## config.mk

```make
export PLATFORM = sky130hd
export DESIGN_NAME = astc_top
export DESIGN_NICKNAME = d
export VERILOG_FILES = /design/src/hw/astc_pkg.sv /design/src/hw/astc_sync.sv /design/src/hw/astc_oneshot.sv /design/src/hw/astc_top.sv
export SDC_FILE = /design/constraint.sdc
export NUM_CORES = 1
export LEC_CHECK = 0
export BUFFER_PORTS_ARGS = -buffer_cell sky130_fd_sc_hd__clkbuf_2
export CORE_MARGIN = 4
export CORE_UTILIZATION = 42
export DETAILED_ROUTE_END_ITERATION = 8
export RECOVER_POWER = 25
export SETUP_SLACK_MARGIN = 0.4
export SLEW_MARGIN = 20
export SYNTH_ARGS = -nofsm -noshare
export SYNTH_HDL_FRONTEND = slang
export SYNTH_HIERARCHICAL = 1
export SYNTH_SLANG_ARGS = --single-unit
```

## constraint.sdc

```tcl
create_clock -name clk -period 4.58 [get_ports clk]
set_input_delay 0.687 -clock clk [delete_from_list [all_inputs] [get_ports clk]]
set_output_delay 0.687 -clock clk [all_outputs]
set_load 0.01 [all_outputs]
```

## src/hw/astc_pkg.sv

```systemverilog
package astc_pkg;

  // Register offsets (byte addresses)
  localparam logic [7:0] ADDR_CONFIG      = 8'h00;
  localparam logic [7:0] ADDR_SHUTTER     = 8'h04;
  localparam logic [7:0] ADDR_EXPOSURE    = 8'h08;
  localparam logic [7:0] ADDR_COMMAND     = 8'h0C;
  localparam logic [7:0] ADDR_STATUS      = 8'h10;
  localparam logic [7:0] ADDR_MEASURED    = 8'h14;
  localparam logic [7:0] ADDR_MENU_PERIOD = 8'h18;

  // Configuration word field positions
  localparam int CFG_PWC_BIT      = 0;
  localparam int CFG_HRESET_BIT   = 1;
  localparam int CFG_AEC_BIT      = 2;
  localparam int CFG_AGC_BIT      = 3;
  localparam int CFG_LONG_BIT     = 4;
  localparam int CFG_STROBE_TIMING_OUT_LO_BIT  = 5;
  localparam int CFG_STROBE_TIMING_OUT_HI_BIT  = 6;
  localparam int CFG_IRIS_BIT     = 7;
  localparam int CFG_ASYNC_BIT    = 8;
  localparam int CFG_MENU_BIT     = 9;
  localparam int CONFIG_W         = 10;
  localparam int CMD_SW_TRIG_BIT  = 0;

  // Widths and reset values
  localparam int                  SHUTTER_W        = 4;
  localparam int                  LINE_W           = 16;
  localparam logic [9:0]          CONFIG_RESET     = 10'h000;
  localparam logic [3:0]          SHUTTER_RESET    = 4'h0;
  localparam logic [3:0]          SHUTTER_NONE     = 4'h0;
  localparam logic [3:0]          SHUTTER_PULSE    = 4'h9;
  localparam logic [15:0]         EXPOSURE_RESET   = 16'h0010;
  localparam logic [15:0]         MENU_PERIOD_RESET = 16'h0400;

  // Strobe pin source select {high, low}
  localparam logic [1:0] STROBE_TIMING_OUT_SEL_OFF    = 2'h0;
  localparam logic [1:0] STROBE_TIMING_OUT_SEL_STROBE = 2'h1;
  localparam logic [1:0] STROBE_TIMING_OUT_SEL_BUSY   = 2'h2;

  // Timing
  localparam int CLK_HZ      = 40_000_000;
  localparam int LED_TIME_MS = 100;
  localparam int LED_CYCLES  = LED_TIME_MS * (CLK_HZ / 1000);

  typedef enum logic [1:0] {
    MODE_NONE  = 2'h0,
    MODE_CONT  = 2'h1,
    MODE_ASYNC = 2'h2
  } astc_mode_t;

  typedef enum logic [2:0] {
    ST_IDLE    = 3'h0,
    ST_ARMED   = 3'h1,
    ST_MEASURE = 3'h3,
    ST_EXPOSE  = 3'h2,
    ST_READOUT = 3'h6
  } astc_state_t;

endpackage

```

## src/hw/astc_sync.sv

```systemverilog
`timescale 1ns/10ps
`default_nettype none
module astc_sync (
  // Clock and reset
  input  wire logic clk,
  input  wire logic arst_n,
  // Level from another domain and its synchronised copy
  input  wire logic d,
  output var  logic q
);

  typedef struct packed {
    logic first;
    logic second;
  } astc_sync_st_t;

  astc_sync_st_t r_reg;
  astc_sync_st_t r_next;

  // Two stages; only the second stage is seen outside
  always_comb begin
    r_next.first  = d;
    r_next.second = r_reg.first;
  end

  // Idle level of the trigger line is high
  always_ff @(posedge clk or negedge arst_n) begin
    if (!arst_n) begin
      r_reg <= '{first: 1'b1, second: 1'b1};
    end else begin
      r_reg <= r_next;
    end
  end

  assign q = r_reg.second;

endmodule
`default_nettype wire

```

## src/hw/astc_oneshot.sv

```systemverilog
`timescale 1ns/10ps
`default_nettype none
module astc_oneshot #(
  parameter int CYCLES = 4_000_000
) (
  // Clock and reset
  input  wire logic clk,
  input  wire logic arst_n,
  // Start or restart pulse and lit output
  input  wire logic fire,
  output var  logic active
);

  localparam int CW = $clog2(CYCLES + 1);

  typedef struct packed {
    logic [CW-1:0] count;
  } astc_os_st_t;

  astc_os_st_t r_reg;
  astc_os_st_t r_next;

  // A new fire reloads the full period, stretching the lit time
  always_comb begin
    r_next = r_reg;
    if (fire) begin
      r_next.count = CW'(CYCLES);
    end else if (r_reg.count != '0) begin
      r_next.count = r_reg.count - CW'(1);
    end
  end

  always_ff @(posedge clk or negedge arst_n) begin
    if (!arst_n) begin
      r_reg <= '0;
    end else begin
      r_reg <= r_next;
    end
  end

  assign active = (r_reg.count != '0);

endmodule
`default_nettype wire

```

## src/hw/astc_top.sv

```systemverilog
// Design decisions made here: the address map and the address-and-strobe port.
`timescale 1ns/10ps
`default_nettype none
module astc_top #(
  parameter int LINE_CYCLES   = 1000,
  parameter int READOUT_LINES = 1040,
  parameter int FRAME_LINES   = 1300,
  parameter int LED_CYCLES    = astc_pkg::LED_CYCLES
) (
  // Clock and reset
  input  wire logic        clk,
  input  wire logic        arst_n,
  // Register port
  input  wire logic [7:0]  reg_addr,
  input  wire logic [31:0] reg_wdata,
  input  wire logic        reg_wr,
  input  wire logic        reg_rd,
  output var  logic [31:0] reg_rdata,
  // Trigger pin, active low
  input  wire logic        trigger_n_pin,
  // Strobe pin and indicator
  output var  logic        strobe_pin,
  output var  logic        indicator_led,
  // Exposure status
  output var  logic        busy,
  output var  logic        exposing,
  output var  logic        horizontal_sync_pulse,
  // Function permissions
  output var  logic        agc_allowed,
  output var  logic        aec_allowed,
  output var  logic        long_exposure_allowed,
  output var  logic        auto_iris_allowed,
  output var  logic        aec_active
);

  localparam int LW = astc_pkg::LINE_W;

  typedef struct packed {
    logic [astc_pkg::CONFIG_W-1:0]  configuration_word;
    logic [astc_pkg::SHUTTER_W-1:0] shutter;
    logic [LW-1:0]                  exposure;
    logic [LW-1:0]                  menu_period;
    logic [LW-1:0]                  measured;
    logic [31:0]                    rdata;
    astc_pkg::astc_state_t          state;
    logic [LW-1:0]                  line_pix;
    logic                           hs;
    logic [LW-1:0]                  lines;
    logic [LW-1:0]                  target;
    logic                           internal;
    logic                           trig_d;
    logic                           sw_trig;
    logic [LW-1:0]                  menu_lines;
    logic [LW-1:0]                  cont_line;
    logic                           strobe;
    logic                           led;
    logic                           busy;
    logic                           exposing;
    logic [3:0]                     allowed;
    logic                           aec_active;
  } astc_st_t;

  astc_st_t r_reg;
  astc_st_t r_next;

  logic trig_q;
  logic led_on;
  logic fall;
  logic ext_fire;
  logic menu_fire;
  logic led_fire;

  // Trigger pin synchroniser
  astc_sync u_sync (
    .clk    (clk),
    .arst_n (arst_n),
    .d      (trigger_n_pin),
    .q      (trig_q)
  );

  // Retriggerable indicator timer
  astc_oneshot #(
    .CYCLES (LED_CYCLES)
  ) u_led (
    .clk    (clk),
    .arst_n (arst_n),
    .fire   (led_fire),
    .active (led_on)
  );

  // Mode decode, trigger events and the exposure sequence
  always_comb begin
    astc_pkg::astc_mode_t mode;
    logic                 pwm;
    logic                 hreset;
    logic                 menu;
    logic                 accept;
    logic                 sample;
    logic [1:0]           sel;
    logic                 strobe_t;
    logic [LW-1:0]        done_lines;
    mode     = astc_pkg::MODE_NONE;
    pwm      = 1'b0;
    hreset   = 1'b0;
    menu     = 1'b0;
    accept   = 1'b0;
    sample   = 1'b0;
    sel      = 2'h0;
    strobe_t = 1'b0;
    done_lines = '0;
    r_next   = r_reg;
    r_next.sw_trig = 1'b0;
    r_next.rdata   = 32'h0;

    hreset = r_reg.configuration_word[astc_pkg::CFG_HRESET_BIT];
    menu   = r_reg.configuration_word[astc_pkg::CFG_MENU_BIT];

    // Shutter mode from stored value and flags
    if (r_reg.shutter == astc_pkg::SHUTTER_NONE) begin
      if (r_reg.configuration_word[astc_pkg::CFG_AEC_BIT]) begin
        mode = astc_pkg::MODE_CONT;
      end else begin
        mode = astc_pkg::MODE_NONE;
      end
    end else if (r_reg.configuration_word[astc_pkg::CFG_ASYNC_BIT]) begin
      mode = astc_pkg::MODE_ASYNC;
    end else begin
      mode = astc_pkg::MODE_CONT;
    end
    pwm = (mode == astc_pkg::MODE_ASYNC) &&
          r_reg.configuration_word[astc_pkg::CFG_PWC_BIT] &&
          (r_reg.shutter == astc_pkg::SHUTTER_PULSE);

    // Trigger edge; the external one is dropped under the menu
    r_next.trig_d = trig_q;
    fall     = r_reg.trig_d & ~trig_q;
    ext_fire = fall && !menu &&
               (mode == astc_pkg::MODE_ASYNC);
    led_fire = ext_fire;
    r_next.led = led_on;

    // Line timing: one-cycle sync pulse each line
    r_next.hs = (r_reg.line_pix == LW'(LINE_CYCLES - 1));
    if (r_reg.line_pix == LW'(LINE_CYCLES - 1)) begin
      r_next.line_pix = '0;
    end else begin
      r_next.line_pix = r_reg.line_pix + LW'(1);
    end

    // Periodic internal trigger while the menu is shown
    menu_fire = 1'b0;
    if (!menu) begin
      r_next.menu_lines = '0;
    end else if (r_reg.hs) begin
      if (r_reg.menu_lines >= r_reg.menu_period - LW'(1)) begin
        r_next.menu_lines = '0;
        menu_fire = 1'b1;
      end else begin
        r_next.menu_lines = r_reg.menu_lines + LW'(1);
      end
    end

    accept = (ext_fire || r_reg.sw_trig || menu_fire) &&
             (r_reg.state == astc_pkg::ST_IDLE) &&
             (mode == astc_pkg::MODE_ASYNC);

    // Exposure sequence
    unique case (r_reg.state)
      astc_pkg::ST_IDLE: begin
        if (accept) begin
          r_next.internal = !ext_fire;
          r_next.lines    = '0;
          r_next.target   = (r_reg.exposure == '0) ? LW'(1)
                                                   : r_reg.exposure;
          if (hreset) begin
            // Accept cycle is the first pixel of the new line
            r_next.line_pix = LW'(1);
            r_next.hs       = 1'b0;
            if (pwm && ext_fire) begin
              r_next.state = astc_pkg::ST_MEASURE;
            end else begin
              r_next.state = astc_pkg::ST_EXPOSE;
            end
          end else begin
            r_next.state = astc_pkg::ST_ARMED;
          end
        end
      end
      astc_pkg::ST_ARMED: begin
        if (r_reg.hs) begin
          if (pwm && !r_reg.internal) begin
            r_next.state = astc_pkg::ST_MEASURE;
          end else begin
            r_next.state = astc_pkg::ST_EXPOSE;
          end
        end
      end
      astc_pkg::ST_MEASURE: begin
        // Pixel-accurate sampling with line reset, else at line sync
        sample = hreset ? 1'b1 : r_reg.hs;
        // A line that completes in the sampling cycle still counts
        done_lines = r_reg.lines;
        if (r_reg.hs && r_reg.lines != '1) begin
          done_lines = r_reg.lines + LW'(1);
        end
        if (sample && trig_q) begin
          r_next.measured = (done_lines == '0) ? LW'(1)
                                               : done_lines;
          r_next.target   = (done_lines == '0) ? LW'(1)
                                               : done_lines;
          r_next.lines    = '0;
          r_next.state    = astc_pkg::ST_EXPOSE;
        end else begin
          r_next.lines = done_lines;
        end
      end
      astc_pkg::ST_EXPOSE: begin
        if (r_reg.hs) begin
          if (r_reg.lines + LW'(1) >= r_reg.target) begin
            r_next.lines = '0;
            r_next.state = astc_pkg::ST_READOUT;
          end else begin
            r_next.lines = r_reg.lines + LW'(1);
          end
        end
      end
      astc_pkg::ST_READOUT: begin
        if (r_reg.hs) begin
          if (r_reg.lines >= LW'(READOUT_LINES - 1)) begin
            r_next.lines = '0;
            r_next.state = astc_pkg::ST_IDLE;
          end else begin
            r_next.lines = r_reg.lines + LW'(1);
          end
        end
      end
      default: begin
        r_next.state = astc_pkg::ST_IDLE;
      end
    endcase

    r_next.busy     = (r_next.state != astc_pkg::ST_IDLE);
    r_next.exposing = (r_next.state == astc_pkg::ST_EXPOSE);

    // Free-running frame for the continuous strobe
    if (r_reg.hs) begin
      if (r_reg.cont_line >= LW'(FRAME_LINES - 1)) begin
        r_next.cont_line = '0;
      end else begin
        r_next.cont_line = r_reg.cont_line + LW'(1);
      end
    end

    // Strobe timing in both shutter modes, pin source select
    if (mode == astc_pkg::MODE_ASYNC) begin
      strobe_t = r_next.exposing;
    end else if (mode == astc_pkg::MODE_CONT) begin
      // Exposure as long as the frame keeps the strobe on throughout
      strobe_t = (r_reg.exposure >= LW'(FRAME_LINES)) ||
                 (r_reg.cont_line >=
                  LW'(FRAME_LINES) - r_reg.exposure);
    end
    sel = {r_reg.configuration_word[astc_pkg::CFG_STROBE_TIMING_OUT_HI_BIT],
           r_reg.configuration_word[astc_pkg::CFG_STROBE_TIMING_OUT_LO_BIT]};
    unique case (sel)
      astc_pkg::STROBE_TIMING_OUT_SEL_STROBE: r_next.strobe = ~strobe_t;
      astc_pkg::STROBE_TIMING_OUT_SEL_BUSY:   r_next.strobe = ~r_next.busy;
      default:                   r_next.strobe = 1'b1;
    endcase

    // Permissions: gain, exposure, long exposure, iris
    unique case (mode)
      astc_pkg::MODE_ASYNC: r_next.allowed = 4'h0;
      astc_pkg::MODE_CONT:  r_next.allowed = 4'hF;
      default:              r_next.allowed = 4'hD;
    endcase
    r_next.aec_active = (mode == astc_pkg::MODE_CONT) &&
      r_reg.configuration_word[astc_pkg::CFG_AEC_BIT];

    // Register writes
    if (reg_wr) begin
      unique case (reg_addr)
        astc_pkg::ADDR_CONFIG:
          r_next.configuration_word =
            reg_wdata[astc_pkg::CONFIG_W-1:0];
        astc_pkg::ADDR_SHUTTER:
          r_next.shutter = reg_wdata[astc_pkg::SHUTTER_W-1:0];
        astc_pkg::ADDR_EXPOSURE:
          r_next.exposure = reg_wdata[LW-1:0];
        astc_pkg::ADDR_COMMAND:
          r_next.sw_trig = reg_wdata[astc_pkg::CMD_SW_TRIG_BIT];
        astc_pkg::ADDR_MENU_PERIOD:
          r_next.menu_period = reg_wdata[LW-1:0];
        default: begin
        end
      endcase
    end

    // Register reads, data in the following cycle only
    if (reg_rd) begin
      unique case (reg_addr)
        astc_pkg::ADDR_CONFIG:
          r_next.rdata = {22'h0, r_reg.configuration_word};
        astc_pkg::ADDR_SHUTTER:
          r_next.rdata = {28'h0, r_reg.shutter};
        astc_pkg::ADDR_EXPOSURE:
          r_next.rdata = {16'h0, r_reg.exposure};
        astc_pkg::ADDR_STATUS:
          r_next.rdata = {21'h0, trig_q, r_reg.aec_active,
                          r_reg.allowed, mode, r_reg.led,
                          r_reg.exposing, r_reg.busy};
        astc_pkg::ADDR_MEASURED:
          r_next.rdata = {16'h0, r_reg.measured};
        astc_pkg::ADDR_MENU_PERIOD:
          r_next.rdata = {16'h0, r_reg.menu_period};
        default:
          r_next.rdata = 32'h0;
      endcase
    end
  end

  // State register
  always_ff @(posedge clk or negedge arst_n) begin
    if (!arst_n) begin
      r_reg <= '{
        configuration_word: astc_pkg::CONFIG_RESET,
        shutter:            astc_pkg::SHUTTER_RESET,
        exposure:           astc_pkg::EXPOSURE_RESET,
        menu_period:        astc_pkg::MENU_PERIOD_RESET,
        state:              astc_pkg::ST_IDLE,
        trig_d:             1'b1,
        strobe:             1'b1,
        allowed:            4'hD,
        default:            '0
      };
    end else begin
      r_reg <= r_next;
    end
  end

  // Outputs straight from the state register
  assign reg_rdata             = r_reg.rdata;
  assign strobe_pin            = r_reg.strobe;
  assign indicator_led         = r_reg.led;
  assign busy                  = r_reg.busy;
  assign exposing              = r_reg.exposing;
  assign horizontal_sync_pulse = r_reg.hs;
  assign agc_allowed           = r_reg.allowed[0];
  assign aec_allowed           = r_reg.allowed[1];
  assign long_exposure_allowed = r_reg.allowed[2];
  assign auto_iris_allowed     = r_reg.allowed[3];
  assign aec_active            = r_reg.aec_active;

endmodule
`default_nettype wire

```

# == Word-level counts from Yosys, hierarchy flattened ==
# Cells that the tools add are included.
# totals
regBits,214
latchBits,0
mem_bits_rw,0
rom_bits,0
inputBits,45
out_inout_bits,42
elab_cells,147
memories,0
# classes
n_addsub,7
n_mul,0
div,0
n_lt_le_gt_ge,6
n_eq_ne,23
n_shift,0
n_mux,47
bitwise,4
n_reduce_logical,35
# ops
op,count
2-to-1 mux 16 bit,16
one-hot mux 16 bit (6 select lines),1
"adder 16 x 1 -> 16 bit, second input constant",4
one-hot mux 16 bit (4 select lines),1
2-to-1 mux 53 bit,1
"greater-or-equal comparator 16 x 11 -> 1 bit, second input constant",3
greater-or-equal comparator 16 bit,3
2-to-1 mux 22 bit,2
2-to-1 mux 17 bit,2
logical NOT 16 bit,2
one-hot mux 16 bit (2 select lines),1
"== test 8 x 5 -> 1 bit, second input constant",3
nonzero test 22 bit,1
"subtractor 22 x 1 -> 22 bit, second input constant",1
2-to-1 mux 3 bit,6
"== test 16 x 10 -> 1 bit, second input constant",1
"== test 8 x 4 -> 1 bit, second input constant",2
"!= test 16 bit, second input constant",1
"subtractor 11 x 16 -> 16 bit, first input constant",1
"subtractor 16 x 1 -> 16 bit, second input constant",1
one-hot mux 3 bit (5 select lines),1
AND reduction 2 bit,6
logical AND 1 bit,11
2-to-1 mux 1 bit,11
other kinds (24),40

# == Logic depth before layout (Yosys ltp) ==
# logic_depth
ltp_word,14
depth_mapped,17
mapped_depth_nobuf,16

# == Modules after synthesis ==
# The synthesis kept the hierarchy.
# by_module_without_submodules
module,n_inst,cells_each,area_each_um2,seq_area_each_um2
astc_top,1,1150,10682.7,4310.4
astc_oneshot,1,133,1395.1,550.5
astc_sync,1,2,52.6,52.6

# == Worst setup path before layout ==
# OpenSTA, ideal clock, no wires.
# synth_path
kind,register to register
start,reg r_reg[148] in the netlist's numbering
end,reg r_reg[64] in the netlist's numbering
setup_ns,0.126
arrival_time_ns,3.545
required_time_ns,4.454
path_slack_ns,0.909
path_stages_with_launch,17
n_path_buf,1
period_less_slack_ns,3.671
path_cell_list,dfrtp_1 -> nor3_1 -> nand2b_1 -> nor4_1 -> nand2_1 -> or2_1 -> nor4_1 -> xnor2_1 -> ha_1 -> nand4_1 -> nor3_1 -> a31oi_1 -> a31oi_1 -> buf_2 -> nand2b_1 -> o21ai_0 -> a221o_1
# synth_via
elab_chain_cells,10
# synth_rtl
item,line_no,text
"start, declared",astc_top.sv:63,astc_st_t r_reg;
"start signal, assigned",astc_top.sv:325,r_reg <= '{
"start signal, assigned",astc_top.sv:337,r_reg <= r_next;
subtractor 16 x 1 -> 16 bit,astc_top.sv:155,if (r_reg.menu_lines >= r_reg.menu_period - LW'(1)) begin
greater-or-equal comparator 16 bit,astc_top.sv:155,
2-to-1 mux 1 bit,astc_top.sv:155,
2-to-1 mux 1 bit,astc_top.sv:154,end else if (r_reg.hs) begin
2-to-1 mux 1 bit,astc_top.sv:152,if (!menu) begin
logical OR 1 bit,astc_top.sv:163,accept = (ext_fire || r_reg.sw_trig || menu_fire) &&
logical AND 1 bit,astc_top.sv:163,
logical AND 1 bit,astc_top.sv:164,(r_reg.state == astc_pkg::ST_IDLE) &&
!= test 2 x 1 -> 1 bit (no line),--,
AND reduction 4 bit (no line),--,
# Every way passes these cells.
# A chain may end at the register's enable or synchronous reset.

# == Final worst setup path ==
# Ends and elaborated chain as after synthesis.

==> impl_metrics.tcl <==
set metrics [dict create \
    critPathArrivalTime_ns 4.31 \
    drtAntennaViolNets 0 \
    grtUsageTotal_pct 20.2 \
    cts_root_buf "clkbuf_16" \
    worstRegToRegCells 17 \
    die_area_um2 31700 \
    dp_hpwl_um 22900 \
    failed_checks "capacitance limit, slew limit" \
    startpoint_type "register" \
    timing.fmax_mhz 252 \
    max-clock-path-buffers 2 \
    crit_fanout 13 \
    coreArea_um2 28200 \
    end_kind "register" \
    viasPerCell 5.76 \
    drc 0 \
    post_drt_wl_per_cell_um 18.7 \
    fp.dieH_um 178 \
    synth_top_area_cell "dfrtp_1" \
    synth_edf_count 0 \
    clk_pin_slew_worst_paths_ns 0.08 \
    power_per_cell_area_nw_per_um2 330 \
    synth_ff_type "dfrtp_1" \
    drtIter0Drc 765 \
    crit_type "register to register" \
    setup_violations 0 \
    grt_pass1_vias 9173 \
    worst-r2r-setup-slack_ns 0.61 \
    worst_slew_margin_rel_pct -69.3 \
    grt_first_pass_wirelength_um 50500 \
    status "finished with violations" \
    drtPass1Iterations 6 \
    dp.cells 1657 \
    grt-ovfl-total 0 \
    n_antenna_cell 0 \
    finalPower_mw 4.40 \
    ys_types 96 \
    whs_path_depth 1 \
    rows 61 \
    synth_area_leaders "dfrtp_1, ha_1, nand2_1" \
    synth_warnings 6 \
    utilization_pct 47.3 \
    drv_cap 1 \
    area_growth_pct 9.90 \
    cts_tree "done" \
    yosysTopAreaCellShare_pct 39.0 \
    r2r-end "r_reg[64]$_DFFE_PN0P_" \
    post-route-period-util_pct 86.6 \
    port_buffers 54 \
    avgSynthCellArea_um2 9.44 \
    peakVddDrop_uv 272 \
    ios 87 \
    drv_slew 98 \
    grt_max_degree 99 \
    wl_um 31700 \
    layout.cells.non_filler 1695 \
    fp.dieW_um 178 \
    place_congestion 0.924 \
    syn-cell-area_um2 12100 \
    largest_register_ffs 148 \
    synth_seq_cells 196 \
    worst_pin_slew_ns 2.54 \
    hold_viol 0 \
    fin_skew_ns 0.0147 \
    vias 9769 \
    rsz0062_at_grt "no" \
    antenna_found_initial 0 \
    numCtsBuffers 17 \
    holdCritPathClass "input port to register" \
    netlist_instances 1285 \
    cts_sinks 196 \
    ys_seq_area_share_pct 40.5 \
    async_flop_share_pct 100 \
    power.leakage_nw 6.01 \
    r2r_start "r_reg[148]$_DFFE_PN0P_" \
    clk_latency_ns 0.46 \
    worstPathRequired_ns 4.92 \
    final_nets 1406 \
    start_util_pct 43.1 \
    cts_max_level 4 \
    synthTopCellsByCount "dfrtp_1, nand2_1, nor2_1" \
    drive_gt1_share_pct 14.2 \
    holdCritStartpoint "trigger_n_pin" \
    fin_crit_ns 3.97 \
    synth_most_common_cell "dfrtp_1" \
    whs_endpoint "u_sync/r_next[0]$_DFF_PN1_" \
]
kinds of logic (layout without fill, tap and decap cells):
| logic type | Yosys count | in the layout | share of synthesized area (%) |
|---|---|---|---|
| adder cells (fa/ha/maj) | 57 | 57 | 5.88 |
| other | 1 | 16 | 0.0309 |
| AND/OR/NAND/NOR | 461 | 461 | 20.5 |
| multiplexers | 65 | 65 | 5.99 |
| buffers and inverters | 146 | 162 | 6.05 |
| XOR/XNOR | 74 | 74 | 5.34 |
| flip-flops | 196 | 196 | 40.5 |
| AO/OA/AOI/OAI | 285 | 286 | 15.7 |
report_power, final:
group	switching [mW]	internal (mW)
sequential	0.203	1.85
clock	0.800	0.800
combinational	0.408	0.343
total	1.41	2.99
layout by cell type, fill, tap and decap left out, types with 15 or more instances in the layout:
cell type  Yosys  final
dfrtp_1      189    189
nand2_1      123    123
nor2_1       109    108
o21ai_0       72     72
a21oi_1       57     57
ha_1          57     57
clkbuf_2       1     54
inv_1         46     46
xnor2_1       45     45
nand3_1       37     37
mux2_1        37     37
xor2_1        29     29
nor3_1        31     29
buf_4         39     26
nor2b_1       26     24
clkbuf_16      0     17
or3_1         16     16
mux2_2        16     16
conb_1         1     16
and3_1        15     15
nand4_1       15     15
a221oi_1      15     15
worst max-delay path by stage:
stage	to	startpoint	depth (start not counted)	slack, ns
finish	r_reg[64]$_DFFE_PN0P_	r_reg[148]$_DFFE_PN0P_	17	0.61
global route	r_reg[64]$_DFFE_PN0P_	r_reg[148]$_DFFE_PN0P_	17	0.40
CTS	r_reg[64]$_DFFE_PN0P_	r_reg[148]$_DFFE_PN0P_	16	0.41
detailed placement	r_reg[54]$_DFFE_PN0P_	r_reg[148]$_DFFE_PN0P_	14	-0.11
global placement	r_reg[46]$_DFFE_PN0P_	r_reg[148]$_DFFE_PN0P_	14	-0.07
floorplan	r_reg[64]$_DFFE_PN0P_	r_reg[148]$_DFFE_PN0P_	16	0.91
layout make-up:
type                       instances  area (um^2)
inverter                          47          176
sequential                       196         4910
multi-input combinational        959         6630
timing repair buffer              83          509
clock inverter                    15          209
fill                            2681        14800
tap                              378          473
clock buffer                      17          425
what timing repair did:
item / 4_1_cts / 5_1_grt
pin swaps: 2 / 5
endpoints found under the setup margin: 51 / 68
buffers inserted: 1 / 4
gates resized for setup: 7 / 5
cloned: 0 / 1
hold buffers: 0 / 0
worst max-delay path, cell delays in order, from the launching register on:
cell and delay [ns]:
dfrtp_1 0.48, nor3_4 0.26, nand2b_1 0.17, nor4_2 0.21
nand2_1 0.12, or2_1 0.26, nor4_1 0.26, xnor2_1 0.12
ha_1 0.31, nand4_1 0.15, nor3_2 0.20, buf_4 0.15
a22oi_2 0.10, a31oi_4 0.26, buf_12 0.17, nand2b_2 0.21
o21ai_0 0.12, a221o_1 0.30
stage by stage:
| stage | cell area (um^2) | hold slack, ns | TNS (ns) | setup slack [ns] |
|---|---|---|---|---|
| final | 13300 | 0.321 | 0 | 0.613 |
| after global placement | 12600 | 0.350 | -0.593 | -0.0682 |
| after detailed placement | 12600 | 0.348 | -0.977 | -0.106 |
| after CTS | 13300 | 0.306 | 0 | 0.406 |
| after global routing | 13300 | 0.308 | 0 | 0.402 |
| after floorplan | 12200 | 0.345 | 0 | 0.909 |
metal layers:
layer,GRT usage (%),wire (um),vias up
met1,28.0,14600,4800
met4,6.74,895,0
met5,0,0,-
met3,2.85,1590,47
met2,32.6,14600,285
li1,-,-,4637
Note: power is estimated with default switching activity, not from simulation.
